--- src/logic/uis_defines.svh ---
`ifndef UIS_DEFINES_SVH
`define UIS_DEFINES_SVH

`define UIS_OFF_IER    12'h004
`define UIS_OFF_FSR    12'h018
`define UIS_OFF_ISR    12'h01C
`define UIS_OFF_TOR    12'h020
`define UIS_OFF_MSR    12'h02C
`define UIS_OFF_MODE   12'h030
`define UIS_OFF_IRQS   12'h040
`define UIS_OFF_IRQM   12'h044

`define UIS_IER_CTS    3
`define UIS_IER_RLS    2
`define UIS_IER_TOUT   4
`define UIS_IER_BUF    5
`define UIS_IER_LIN    8

`define UIS_FSR_BRK    6
`define UIS_FSR_FRM    5
`define UIS_FSR_PAR    4
`define UIS_FSR_ADDR   3
`define UIS_MSR_DCTS   0
`define UIS_MODE_485   0

`define UIS_IER_RST    9'h000
`define UIS_TOR_RST    8'h40
`define UIS_CNT_MAX    8'hFF
`define UIS_NEV        6
`define UIS_NO_CTS_CH  2

`endif

--- src/logic/uis_pkg.sv ---
package uis_pkg;

  typedef struct packed {
    logic hdr_det;
    logic brk_det;
    logic bit_err;
    logic id_perr;
    logic hdr_err;
  } uis_lin_s;

  typedef struct packed {
    logic brk;
    logic frm;
    logic par;
    logic addr;
  } uis_rxerr_s;

  typedef logic [7:0] uis_cnt_t;

endpackage

--- src/logic/uis_top.sv ---
`timescale 1ns/10ps
`default_nettype none
`include "uis_defines.svh"

module uis_top #(
  parameter int CHANNEL = 0
) (
  input  wire logic               pclk,
  input  wire logic               presetn,
  input  wire logic               psel,
  input  wire logic               penable,
  input  wire logic               pwrite,
  input  wire logic [11:0]        paddr,
  input  wire logic [31:0]        pwdata,
  output logic      [31:0]        prdata,
  output logic                    pready,
  output logic                    pslverr,
  input  wire logic               rx_nonempty,
  input  wire logic               rx_activity,
  input  wire logic               rx_active,
  input  wire logic               rbr_read,
  input  wire logic               cts_change,
  input  wire uis_pkg::uis_rxerr_s rx_err_ev,
  input  wire uis_pkg::uis_lin_s  lin_status,
  input  wire logic               buf_err_flag,
  input  wire logic               timeout_flag,
  output logic                    irq
);
  import uis_pkg::*;

  logic [8:0]          ien_r;
  uis_cnt_t            tor_r;
  uis_cnt_t            cnt_r;
  uis_rxerr_s          fsr_r;
  logic                dcts_r;
  logic                rs485_r;
  logic                dma_tout_r;
  logic                dma_cts_r;
  logic                dma_rls_r;
  logic                lin_flag_r;
  logic                lin_int_r;
  logic                buf_int_r;
  logic                tout_int_r;
  logic [`UIS_NEV-1:0] sts_r;
  logic [`UIS_NEV-1:0] msk_r;
  logic [`UIS_NEV-1:0] ev;
  logic [31:0]         prdata_r;
  logic                pready_r;
  logic                pslverr_r;
  logic                irq_r;
  logic [31:0]         rdata;
  logic [31:0]         isr;
  logic                hit;
  logic                wr;
  logic                tout_hit;
  logic                rbr_clr;
  logic                rls_any;

  assign prdata  = prdata_r;
  assign pready  = pready_r;
  assign pslverr = pslverr_r;
  assign irq     = irq_r;

  assign wr = psel & penable & pready_r & pwrite & ~pslverr_r;

  // Interrupt status view; reserved positions are constant zero.
  assign isr = {11'h000, dma_tout_r, dma_cts_r, dma_rls_r, 2'h0,
                lin_int_r, 1'b0, buf_int_r, tout_int_r, 4'h0,
                lin_flag_r, 1'b0, buf_err_flag, timeout_flag, 4'h0};

  always_comb begin
    hit   = 1'b1;
    rdata = 32'h0000_0000;
    unique case (paddr)
      `UIS_OFF_IER:  rdata = {23'h000000, ien_r};
      `UIS_OFF_FSR:  rdata = {25'h0000000, fsr_r, 3'h0};
      `UIS_OFF_ISR:  rdata = isr;
      `UIS_OFF_TOR:  rdata = {24'h000000, tor_r};
      `UIS_OFF_MSR:  rdata = {31'h00000000, dcts_r};
      `UIS_OFF_MODE: rdata = {31'h00000000, rs485_r};
      `UIS_OFF_IRQS: rdata = {26'h0000000, sts_r};
      `UIS_OFF_IRQM: rdata = {26'h0000000, msk_r};
      default:       hit = 1'b0;
    endcase
  end

  // Zero-wait slave: the access phase completes on its first edge.
  always_ff @(posedge pclk or negedge presetn) begin
    if (!presetn) begin
      pready_r  <= 1'b0;
      pslverr_r <= 1'b0;
      prdata_r  <= 32'h0000_0000;
    end else begin
      pready_r  <= psel & ~penable;
      pslverr_r <= psel & ~penable & ~hit;
      if (psel && !penable) begin
        prdata_r <= rdata;
      end
    end
  end

  // Software-owned control registers; writes to the status view are dropped.
  always_ff @(posedge pclk or negedge presetn) begin
    if (!presetn) begin
      ien_r   <= `UIS_IER_RST;
      tor_r   <= `UIS_TOR_RST;
      rs485_r <= 1'b0;
      msk_r   <= '0;
    end else if (wr) begin
      if (paddr == `UIS_OFF_IER) begin
        ien_r <= pwdata[8:0];
      end
      if (paddr == `UIS_OFF_TOR) begin
        tor_r <= pwdata[7:0];
      end
      if (paddr == `UIS_OFF_MODE) begin
        rs485_r <= pwdata[`UIS_MODE_485];
      end
      if (paddr == `UIS_OFF_IRQM) begin
        msk_r <= pwdata[`UIS_NEV-1:0];
      end
    end
  end

  // Idle counter restarts on any FIFO activity or when the FIFO empties.
  always_ff @(posedge pclk or negedge presetn) begin
    if (!presetn) begin
      cnt_r <= '0;
    end else if (!rx_nonempty || rx_activity) begin
      cnt_r <= '0;
    end else if (cnt_r != `UIS_CNT_MAX) begin
      cnt_r <= cnt_r + 8'h01;
    end
  end

  assign tout_hit = rx_nonempty & ~rx_activity & (cnt_r == tor_r);
  assign rbr_clr  = rbr_read & rx_active;

  always_ff @(posedge pclk or negedge presetn) begin
    if (!presetn) begin
      dma_tout_r <= 1'b0;
    end else if (tout_hit) begin
      dma_tout_r <= 1'b1;
    end else if (rbr_clr) begin
      dma_tout_r <= 1'b0;
    end
  end

  // Delta-CTS: a new change wins over a simultaneous write-one clear.
  always_ff @(posedge pclk or negedge presetn) begin
    if (!presetn) begin
      dcts_r <= 1'b0;
    end else if (cts_change) begin
      dcts_r <= 1'b1;
    end else if (wr && paddr == `UIS_OFF_MSR && pwdata[`UIS_MSR_DCTS]) begin
      dcts_r <= 1'b0;
    end
  end

  always_ff @(posedge pclk or negedge presetn) begin
    if (!presetn) begin
      dma_cts_r <= 1'b0;
    end else begin
      dma_cts_r <= (CHANNEL != `UIS_NO_CTS_CH) & dcts_r;
    end
  end

  // Receive error bits, each set by its event (the address bit only in RS-485 mode) and cleared by writing one.
  genvar gi;
  generate
    for (gi = 0; gi < 4; gi++) begin : g_fsr
      logic set;
      logic clr;
      assign set = (gi == 0) ? rx_err_ev[gi] & rs485_r : rx_err_ev[gi];
      assign clr = wr & (paddr == `UIS_OFF_FSR) & pwdata[`UIS_FSR_ADDR+gi];
      always_ff @(posedge pclk or negedge presetn) begin
        if (!presetn) begin
          fsr_r[gi] <= 1'b0;
        end else if (set) begin
          fsr_r[gi] <= 1'b1;
        end else if (clr) begin
          fsr_r[gi] <= 1'b0;
        end
      end
    end
  endgenerate

  assign rls_any = fsr_r.brk | fsr_r.frm | fsr_r.par
                 | (rs485_r & fsr_r.addr);

  always_ff @(posedge pclk or negedge presetn) begin
    if (!presetn) begin
      dma_rls_r  <= 1'b0;
      lin_flag_r <= 1'b0;
    end else begin
      dma_rls_r  <= rls_any;
      lin_flag_r <= |lin_status;
    end
  end

  always_ff @(posedge pclk or negedge presetn) begin
    if (!presetn) begin
      lin_int_r  <= 1'b0;
      buf_int_r  <= 1'b0;
      tout_int_r <= 1'b0;
    end else begin
      lin_int_r  <= ien_r[`UIS_IER_LIN] & lin_flag_r;
      buf_int_r  <= ien_r[`UIS_IER_BUF] & buf_err_flag;
      tout_int_r <= ien_r[`UIS_IER_TOUT] & timeout_flag;
    end
  end

  assign ev = {dma_tout_r & ien_r[`UIS_IER_TOUT],
               dma_cts_r & ien_r[`UIS_IER_CTS],
               dma_rls_r & ien_r[`UIS_IER_RLS],
               lin_int_r, buf_int_r, tout_int_r};

  // Sticky status: an event in the clearing cycle keeps its bit set.
  always_ff @(posedge pclk or negedge presetn) begin
    if (!presetn) begin
      sts_r <= '0;
    end else if (wr && paddr == `UIS_OFF_IRQS) begin
      sts_r <= (sts_r & ~pwdata[`UIS_NEV-1:0]) | ev;
    end else begin
      sts_r <= sts_r | ev;
    end
  end

  always_ff @(posedge pclk or negedge presetn) begin
    if (!presetn) begin
      irq_r <= 1'b0;
    end else begin
      irq_r <= |(sts_r & msk_r);
    end
  end
endmodule

`default_nettype wire

--- config.mk ---
export PLATFORM = sky130hd
export DESIGN_NAME = uis_top
export DESIGN_NICKNAME = d
export VERILOG_FILES = /design/src/logic/uis_pkg.sv /design/src/logic/uis_top.sv
export VERILOG_INCLUDE_DIRS = /design/src /design/src/logic
export SDC_FILE = /design/constraint.sdc
export NUM_CORES = 1
export LEC_CHECK = 0
export BUFFER_PORTS_ARGS = -buffer_cell sky130_fd_sc_hd__buf_2
export CAP_MARGIN = 40
export CORE_UTILIZATION = 47
export CTS_CLUSTER_SIZE = 25
export DETAILED_ROUTE_END_ITERATION = 12
export PLACE_DENSITY = 0.79
export SYNTH_ARGS = -nofsm -noshare
export SYNTH_HDL_FRONTEND = slang
export SYNTH_SLANG_ARGS = --single-unit
--- constraint.sdc ---
create_clock -name pclk -period 1.66 [get_ports pclk]
set_clock_uncertainty 0.1 [all_clocks]
set_input_delay 0.332 -clock pclk [delete_from_list [all_inputs] [get_ports pclk]]
set_output_delay 0.332 -clock pclk [all_outputs]
set_load 0.03 [all_outputs]
==> run_results.csv, run 1 <==
group,metric,value,unit
timing,slew_headroom,64.0,%
yosys,syn_inst,297,
routing,antenna_left,0,
routing,drt_wl_total,9340,microns
yosys,synth.most_common_cell,"dfrtp_1",
timing,hold_violations,0,
cts,clock_sinks,68,
yosys,synth_area_leader_cell,"dfrtp_1",
routing,first_pass_iters,6,
cells_and_area,stdcell_count,500,
pwr,vdd_drop_max,493,uV
grt,grt-ovfl-total,0,
timing,worst_slack,-206,ps
yosys,synth.distinct_cells,59,
die,placementRows,30,
timing,fmax,536,MHz
critical_path,start_kind,"input pin",
die,ioPinCount,100,
critical_path,end_kind,"flop",
yosys,synth_warnings,0,
pwr,p_per_area,768,nW/um^2
timing,min_period,1870,ps
run_status,violations,"setup timing",
critical_path,slowest_stage,"or4_4",
grt,grt_pass1_wl,15000,microns
critical_path,crit_arrival,1990,ps
yosys,syn_avg_cell_area,11.5,sq um
timing,rsz0062_at_grt,"yes",
pwr,power.leakage,0.00215,uW
yosys,synth_common_cells,"dfrtp_1, mux2_2, nor2_1",
critical_path,worstPathRequired,1790,ps
critical_path,crit_fanout,6,
placement,globalplace.congestion,0.831,
run_status,status,"finished with violations",
timing,timing.final.crit_share,112,%
placement,placed_area,4100,sq um
grt,antenna_found_initial,0,
grt,grt_max_degree,69,
min_path,min_path_type,"in -> reg",
cells_and_area,nets,466,
cts,cts_tree,"done",
die,die_w,87.4,microns
yosys,synthArstFlopShare,100,%
critical_path,cp_common_cell,"buf_6",
cells_and_area,area_growth_syn_to_layout,31.6,%
grt,grt_pass1_vias,2938,
timing,tightestPinTransition,532,ps
placement,dpl.hpwl,6350,microns
grt,track_usage,26.4,%
yosys,ys_ff_latch,68,
cts,cts-root-buf,"clkbuf_8",
timing,worst_hold_slack,66.1,ps
cells_and_area,drive_gt1_share,44.3,%
pwr,finalPower,3460,uW
yosys,ys_seq_area_share,49.7,%
yosys,synthTopCellsByArea,"dfrtp_1, mux2_2, buf_4",
cts,numCtsBuffers,9,
routing,vias_per_cell,5.86,
routing,wl_per_cell,18.7,microns
die,dieHeight,87.4,microns
die,core-area,6910,sq um
timing,slew_violations,0,
cts,h-tree-depth,3,
routing,drt_iter0_drc,212,
critical_path,crit_chain,"buf_6, or4_4, nor4_4, and4_4, buf_6, mux2_2",
cts,cts_buffer_depth,2,
die,die-area,7630,sq um
placement,port_buffers,59,
yosys,netlist_area,3420,sq um
cells_and_area,antenna_cells,0,
placement,place_inst,479,
critical_path,cpPeakStageDelay,570,ps
run,drv_cap,0,
cts,insertion_delay,340,ps
yosys,synth_ff_type,"dfrtp_1",
timing,setup_violations,39,
yosys,synth_top_area_share,49.0,%
critical_path,worstSetupPathType,"in -> reg",
die,start_util,49.6,%
cells_and_area,fin_area,4510,sq um
cts,clkTransAtPathRegs,70,ps
routing,drc,0,
routing,vias,2932,
yosys,synth_edf_count,0,
-- metal layers --
metal | vias up | routed length, microns | global-route usage [%]
met3 | 32 | 657 | 5.50
met2 | 165 | 4410 | 39.8
li1 | 1285 | - | -
met5 | - | 0 | 0
met4 | 0 | 363 | 14.8
met1 | 1450 | 3920 | 35.5
-- placed cells by master (no fill, tap or decap), types with 9 or more instances in the layout --
| cell type | netlist | final |
|---|---|---|
| nand4_1 | 9 | 9 |
| a21oi_1 | 12 | 12 |
| nor2_1 | 21 | 19 |
| conb_1 | 1 | 17 |
| buf_2 | 4 | 58 |
| buf_6 | 2 | 10 |
| dfrtp_1 | 67 | 67 |
| buf_4 | 18 | 34 |
| a22o_1 | 10 | 10 |
| mux2_4 | 0 | 23 |
| clkbuf_8 | 0 | 10 |
| nand3_1 | 15 | 11 |
| xnor2_1 | 9 | 9 |
-- power by group --
| part | leakage, uW | switching, uW | internal, uW |
|---|---|---|---|
| Sequential | 0.000890 | 23.0 | 1690 |
| Clock | 0.0000979 | 614 | 718 |
| Combinational | 0.00116 | 276 | 142 |
-- registers in the layout (all words and copies together), names as in the netlist, 4 cells and up --
| register | flops |
|---|---|
| sts_r | 6 |
| fsr_r | 4 |
| prdata | 15 |
| msk_r | 6 |
| cnt_r | 8 |
| tor_r | 8 |
| ien_r | 9 |
-- timing repair --
item	CTS	global route
cloned	0	0
endpoints found under the setup margin	41	53
hold buffers	1	0
hold endpoints to repair	67	0
gates resized for setup	21	23
setup buffers	7	3
pin swaps	9	13
-- final cells by class --
class / count / area (sq um)
clock inverters: 5 / 52.6
fillers: 546 / 2400
well taps: 96 / 120
clock buffers: 10 / 138
flip-flops and latches: 68 / 1700
multi-input cells: 210 / 1740
repair buffers: 107 / 743
inverters: 4 / 15.0
-- path summary, 6_finish.rpt --
path / end / cells past startpoint / slack, ps / from
setup / recovery: ien_r[3] / 6 / -210 / paddr[9]
hold / removal: fsr_r[3] / 2 / 70 / rx_err_ev[3]
setup reg to reg: ien_r[3] / 6 / -70 / pready
hold reg to reg: dma_cts_r / 0 / 340 / dcts_r
max in group asynchronous: tor_r[6] / 3 / 680 / presetn
min in group asynchronous: sts_r[0] / 3 / 430 / presetn
-- cell families after synthesis --
family                     share of synthesized area [%]
and+or+nand+nor                                     16.9
DFF                                                 49.7
AOI/OAI and AO/OA                                   13.5
buffers and inverters                               6.39
muxes                                               10.5
xor gates and xnor gates                            2.56
adders and majority gates                          0.365
other                                              0.110
-- per-stage QoR --
step	util, %	setup WS [ps]	setup TNS [ps]
finish	65.3	-206	-4080
global route	65.3	-220	-5180
CTS	64.0	-182	-3520
detailed placement	59.4	-567	-21900
global placement	59.4	-522	-20200
floorplan	-	-447	-14500
-- worst max-delay path: cells and delay by family --
kind                   cells  cell delay, ps
AND/OR/NAND/NOR            3            1090
multiplexers               1             330
buffers and inverters      2             230
(Power assumes the default switching activity.)
==> inputs of run 2 (changes only) <==
--- a/config.mk
+++ b/config.mk
@@ -8,6 +8,7 @@
 export LEC_CHECK = 0
 export BUFFER_PORTS_ARGS = -buffer_cell sky130_fd_sc_hd__buf_2
 export CAP_MARGIN = 40
+export CORE_MARGIN = 2
 export CORE_UTILIZATION = 47
 export CTS_CLUSTER_SIZE = 25
 export DETAILED_ROUTE_END_ITERATION = 12
==> run_results.csv, run 2 (synthesized netlist as in run 1, its figures left out) <==
group,metric,value,unit
cts,numCtsBuffers,9,
critical_path,reg2reg_setup_slack,-20,ps
cts,cts-root-buf,"clkbuf_8",
min_path,min_path_type,"in -> reg",
critical_path,start_kind,"input pin",
cells_and_area,fill_cells,577,
pwr,power.leakage,0.00211,uW
pwr,finalPower,3450,uW
run,drv_cap,0,
critical_path,slowest_stage,"or4_4",
cts,cts_tree,"done",
cells_and_area,nets,465,
placement,port_buffers,59,
timing,rsz0062_at_grt,"yes",
die,die_w,89.4,microns
cells_and_area,multi_input_area,1680,sq um
pwr,vdd_drop_max,442,uV
placement,dpl.hpwl,6200,microns
timing,timing.final.crit_share,112,%
pwr,p_per_area,781,nW/um^2
cells_and_area,post-route-util,61.9,%
timing,min_period,1860,ps
die,dieHeight,89.4,microns
cts,h-tree-depth,3,
routing,drt_iter0_drc,345,
placement,globalplace.congestion,0.827,
die,placementRows,31,
grt,grt_pass1_wl,13900,microns
timing,slew_violations,0,
run_status,status,"finished with violations",
cells_and_area,largest_reg_flops,15,
cells_and_area,antenna_cells,0,
critical_path,end_kind,"flop",
placement,dp_slack,-590,ps
timing,worst_slack,-200,ps
cells_and_area,ff_latch_area,1700,sq um
die,start_util,48.0,%
grt,antenna_found_initial,0,
die,ioPinCount,100,
routing,first_pass_iters,6,
grt,grt-ovfl-total,0,
grt,grt_max_degree,69,
critical_path,crit_arrival,1990,ps
cts,insertion_delay,340,ps
routing,vias_per_cell,5.57,
timing,fmax,538,MHz
grt,grt_pass1_vias,2816,
placement,place_inst,483,
routing,wl_per_cell,17.4,microns
cells_and_area,final_cell_mix,"dfrtp_1, buf_2, buf_4, nor2_1, mux2_4",
timing,setup_violations,37,
critical_path,worstSetupPathType,"in -> reg",
die,core-area,7140,sq um
routing,drc,0,
timing,hold_violations,0,
critical_path,crit_fanout,6,
routing,drt_wl_total,8720,microns
cells_and_area,stdcell_count,502,
cells_and_area,drive_gt1_share,41.2,%
cts,clkTransAtPathRegs,70,ps
die,die-area,7990,sq um
run_status,violations,"setup timing",
routing,vias,2798,
critical_path,critPathTopFamily,"simple AND/OR/NAND/NOR gates",
cells_and_area,layout_commonest_cell,"dfrtp_1",
cts,clock_sinks,68,
critical_path,crit_buf_inv,2,
routing,antenna_left,0,
cells_and_area,area_growth_syn_to_layout,29.0,%
critical_path,crit_chain,"buf_6, or4_4, nor4_4, and4_4, buf_8, mux2_4",
critical_path,cpPeakStageDelay,560,ps
critical_path,worstPathRequired,1790,ps
cts,cts_buffer_depth,2,
grt,track_usage,23.4,%
run 2: cell count changes in the layout (fill, tap and decap cells not counted), moves of 3 or more:
cell      delta
nand3_2      -3
nand3_1      +3
clkbuf_1     +3
mux2_2       +3
buf_4        +3
mux2_4       -3
run 2: metal layers:
metal  GRT usage (%)  wire, microns  vias to the layer above
met5               0              0                        -
met4            10.7            216                        0
met3            4.34            510                       20
met2            37.8           4170                      123
met1            30.7           3820                     1380
li1                -              -                     1275
run 2: repair_timing:
| item | 4_1_cts | 5_1_grt |
|---|---|---|
| hold buffers | 1 | 0 |
| setup buffers | 4 | 1 |
| pin swaps | 8 | 8 |
| resized for setup | 19 | 8 |
| setup endpoints to repair | 37 | 47 |
| hold endpoints to repair | 67 | 0 |
run 2: worst paths after layout:
| kind | from | end | cells after the start |
|---|---|---|---|
| worst max-delay path | paddr[9] | ien_r[4] | 6 |
| worst max register to register | pready | ien_r[4] | 6 |
| worst min-delay path | rx_err_ev[2] | fsr_r[2] | 2 |
| max in group asynchronous | presetn | tor_r[6] | 3 |
| min in group asynchronous | presetn | prdata[15] | 3 |
| worst min register to register | dcts_r | dma_cts_r | 0 |
run 2: final cells by class:
class | count | share of cell area [%]
multi-input cells | 210 | 37.9
inverters | 4 | 0.340
clock inverters | 2 | 0.793
repair buffers | 106 | 16.3
clock buffers | 13 | 3.37
flip-flops and latches | 68 | 38.5
well taps | 99 | 2.80
run 2: power breakdown:
group	switching, uW	internal, uW	total, uW
Sequential	21.2	1690	1710
Combinational	269	138	407
Clock	609	727	1340
Total	899	2550	3450
run 2: worst reg2reg max path, delay by kind of cell, from the launching register on:
family,cells,cell delay (ps)
muxes,1,300
buffers and inverters,2,290
DFF,1,340
and+or+nand+nor,3,550
run 2: through the flow:
stage	TNS, ps	hold WS (ps)	instance area (sq um)
after floorplan	-14500	-63.6	3550
after global placement	-20410	276	4100
after detailed placement	-22150	282	4100
after CTS	-5000	60.0	4380
after global routing	-6340	70.6	4420
final	-4340	62.5	4420
==> inputs of run 3 (changes only) <==
--- a/config.mk
+++ b/config.mk
@@ -8,11 +8,13 @@
 export LEC_CHECK = 0
 export BUFFER_PORTS_ARGS = -buffer_cell sky130_fd_sc_hd__buf_2
 export CAP_MARGIN = 40
+export CELL_PAD_IN_SITES_DETAIL_PLACEMENT = 1
+export CELL_PAD_IN_SITES_GLOBAL_PLACEMENT = 1
 export CORE_MARGIN = 2
-export CORE_UTILIZATION = 47
+export CORE_UTILIZATION = 36
 export CTS_CLUSTER_SIZE = 25
 export DETAILED_ROUTE_END_ITERATION = 12
-export PLACE_DENSITY = 0.79
+export PLACE_DENSITY = 0.73
 export SYNTH_ARGS = -nofsm -noshare
 export SYNTH_HDL_FRONTEND = slang
 export SYNTH_SLANG_ARGS = --single-unit
==> run_results.csv, run 3 (synthesized netlist as in run 1, its figures left out) <==
group,metric,value,unit
grt,grt_max_degree,26,
cells_and_area,final_cell_mix,"dfrtp_1, buf_2, buf_4, nor2_1, conb_1",
cts,cts_tree,"done",
cells_and_area,fill_cells,1002,
critical_path,worstReg2RegEnd,"ien_r[5]",
grt,grt_pass1_wl,17100,microns
timing,rsz0062_at_grt,"yes",
routing,first_pass_iters,4,
min_path,worstHoldStart,"rx_err_ev[3]",
critical_path,start_kind,"input pin",
pwr,power_frac_comb,11.6,%
cells_and_area,nets,471,
cells_and_area,largest_reg_flops,15,
grt,track_usage,21.9,%
cts,clkTransAtPathRegs,80,ps
cts,h-tree-depth,3,
pwr,swShare,25.3,%
cells_and_area,drive_gt1_share,46.3,%
placement,globalplace.congestion,0.835,
timing,slew_violations,0,
run_status,violations,"setup timing",
placement,dp_slack,-560,ps
timing,fmax,540,MHz
critical_path,crit_arrival,1990,ps
routing,vias,2868,
placement,dpl.hpwl,7510,microns
min_path,min_path_type,"in -> reg",
timing,setup_violations,35,
routing,antenna_left,0,
timing,timing.final.crit_share,111,%
pwr,power.leakage,0.00219,uW
cells_and_area,layout_commonest_cell,"dfrtp_1",
cells_and_area,antenna_cells,0,
routing,vias_per_cell,5.32,
die,placementRows,35,
critical_path,worstPathRequired,1790,ps
min_path,min_to,"fsr_r[3]",
cts,cts-root-buf,"clkbuf_8",
cts,clock_sinks,68,
placement,place_inst,516,
routing,drt_wl_total,10600,microns
die,core-area,9240,sq um
cts,numCtsBuffers,9,
cells_and_area,multi_input_area,1730,sq um
die,dieHeight,102,microns
cts,cts_buffer_depth,2,
grt,antenna_found_initial,0,
run_status,status,"finished with violations",
critical_path,reg2reg_depth,5,
placement,port_buffers,59,
critical_path,worstSetupPathType,"in -> reg",
grt,grt_pass1_vias,3140,
critical_path,reg2reg_setup_slack,-40,ps
die,ioPinCount,100,
timing,worst_slack,-191,ps
pwr,clkPwrFrac,44.1,%
cells_and_area,post-route-util,50.2,%
pwr,p_sw,977,uW
min_path,min_path_cells,2,
pwr,vdd_drop_max,441,uV
pwr,p_seq_share,44.3,%
routing,wl_per_cell,19.7,microns
cells_and_area,area_growth_syn_to_layout,35.4,%
cts,insertion_delay,340,ps
pwr,p_per_area,832,nW/um^2
cells_and_area,ff_latch_area,1700,sq um
timing,hold_violations,0,
critical_path,crit_fanout,5,
critical_path,rr_startpoint,"pready",
run,drv_cap,0,
routing,drt_iter0_drc,151,
die,start_util,37.1,%
die,die-area,10300,sq um
timing,min_period,1850,ps
critical_path,end_kind,"flop",
routing,drc,0,
pwr,p_int,2880,uW
die,die_w,102,microns
cells_and_area,stdcell_count,539,
grt,grt-ovfl-total,0,
## run 3: per-layer routing
metal  vias to the layer above  share of wire [%]  GRT usage, %
met1                      1484                 44          28.6
met2                        90                 50          37.5
met4                         0               0.84          4.89
met5                         -                  0             0
li1                       1287                  -             -
met3                         7                4.5          4.35
## run 3: cell type report
cell class / instances / area share [%]
multi-input combinational: 210 / 37.4
sequential: 68 / 36.7
timing repair buffer: 112 / 16.7
tap: 129 / 3.48
clock buffer: 10 / 2.97
clock inverter: 6 / 2.40
inverter: 4 / 0.324
## run 3: worst max-delay path, cell delays in order
cell	delay [ps]
buf_6	90
or4_4	550
nor4_4	250
buf_4	180
buf_6	120
or2b_1	240
o221a_2	230
## run 3: repair_timing
action / in CTS / in global routing
hold endpoints to repair: 14 / 0
pin swaps: 6 / 11
hold buffers: 1 / 0
resized for setup: 20 / 20
setup buffers: 5 / 6
endpoints found under the setup margin: 40 / 45
## run 3: power groups by stage
stage	sequential, uW	combinational (uW)	clock [uW]
6_report	1710	447	1700
4_1_cts	1710	435	1730
5_1_grt	1710	480	1800
3_5_place_dp	1740	419	0
3_3_place_gp	1740	409	0
2_1_floorplan	1790	181	0
## run 3: worst max path at each step
stage              from       end  slack, ps  depth (start not counted)
5_1_grt        paddr[9]   pslverr       -220                          7
3_3_place_gp   paddr[9]  tor_r[1]       -520                          7
4_1_cts        paddr[9]  ien_r[5]       -120                          6
2_1_floorplan  paddr[9]  ien_r[0]       -450                          6
3_5_place_dp   paddr[9]  tor_r[1]       -560                          7
6_report       paddr[9]   pslverr       -190                          7
## run 3: per-stage QoR
step	hold WS, ps	area, sq um	total power [uW]	setup TNS [ps]
after floorplan	-63.6	3550	1970	-14500
after global placement	216	4180	2150	-21050
after detailed placement	219	4180	2160	-22590
after global routing	62.6	4640	3990	-5200
after CTS	55.4	4540	3870	-2650
final	61.4	4640	3860	-4610
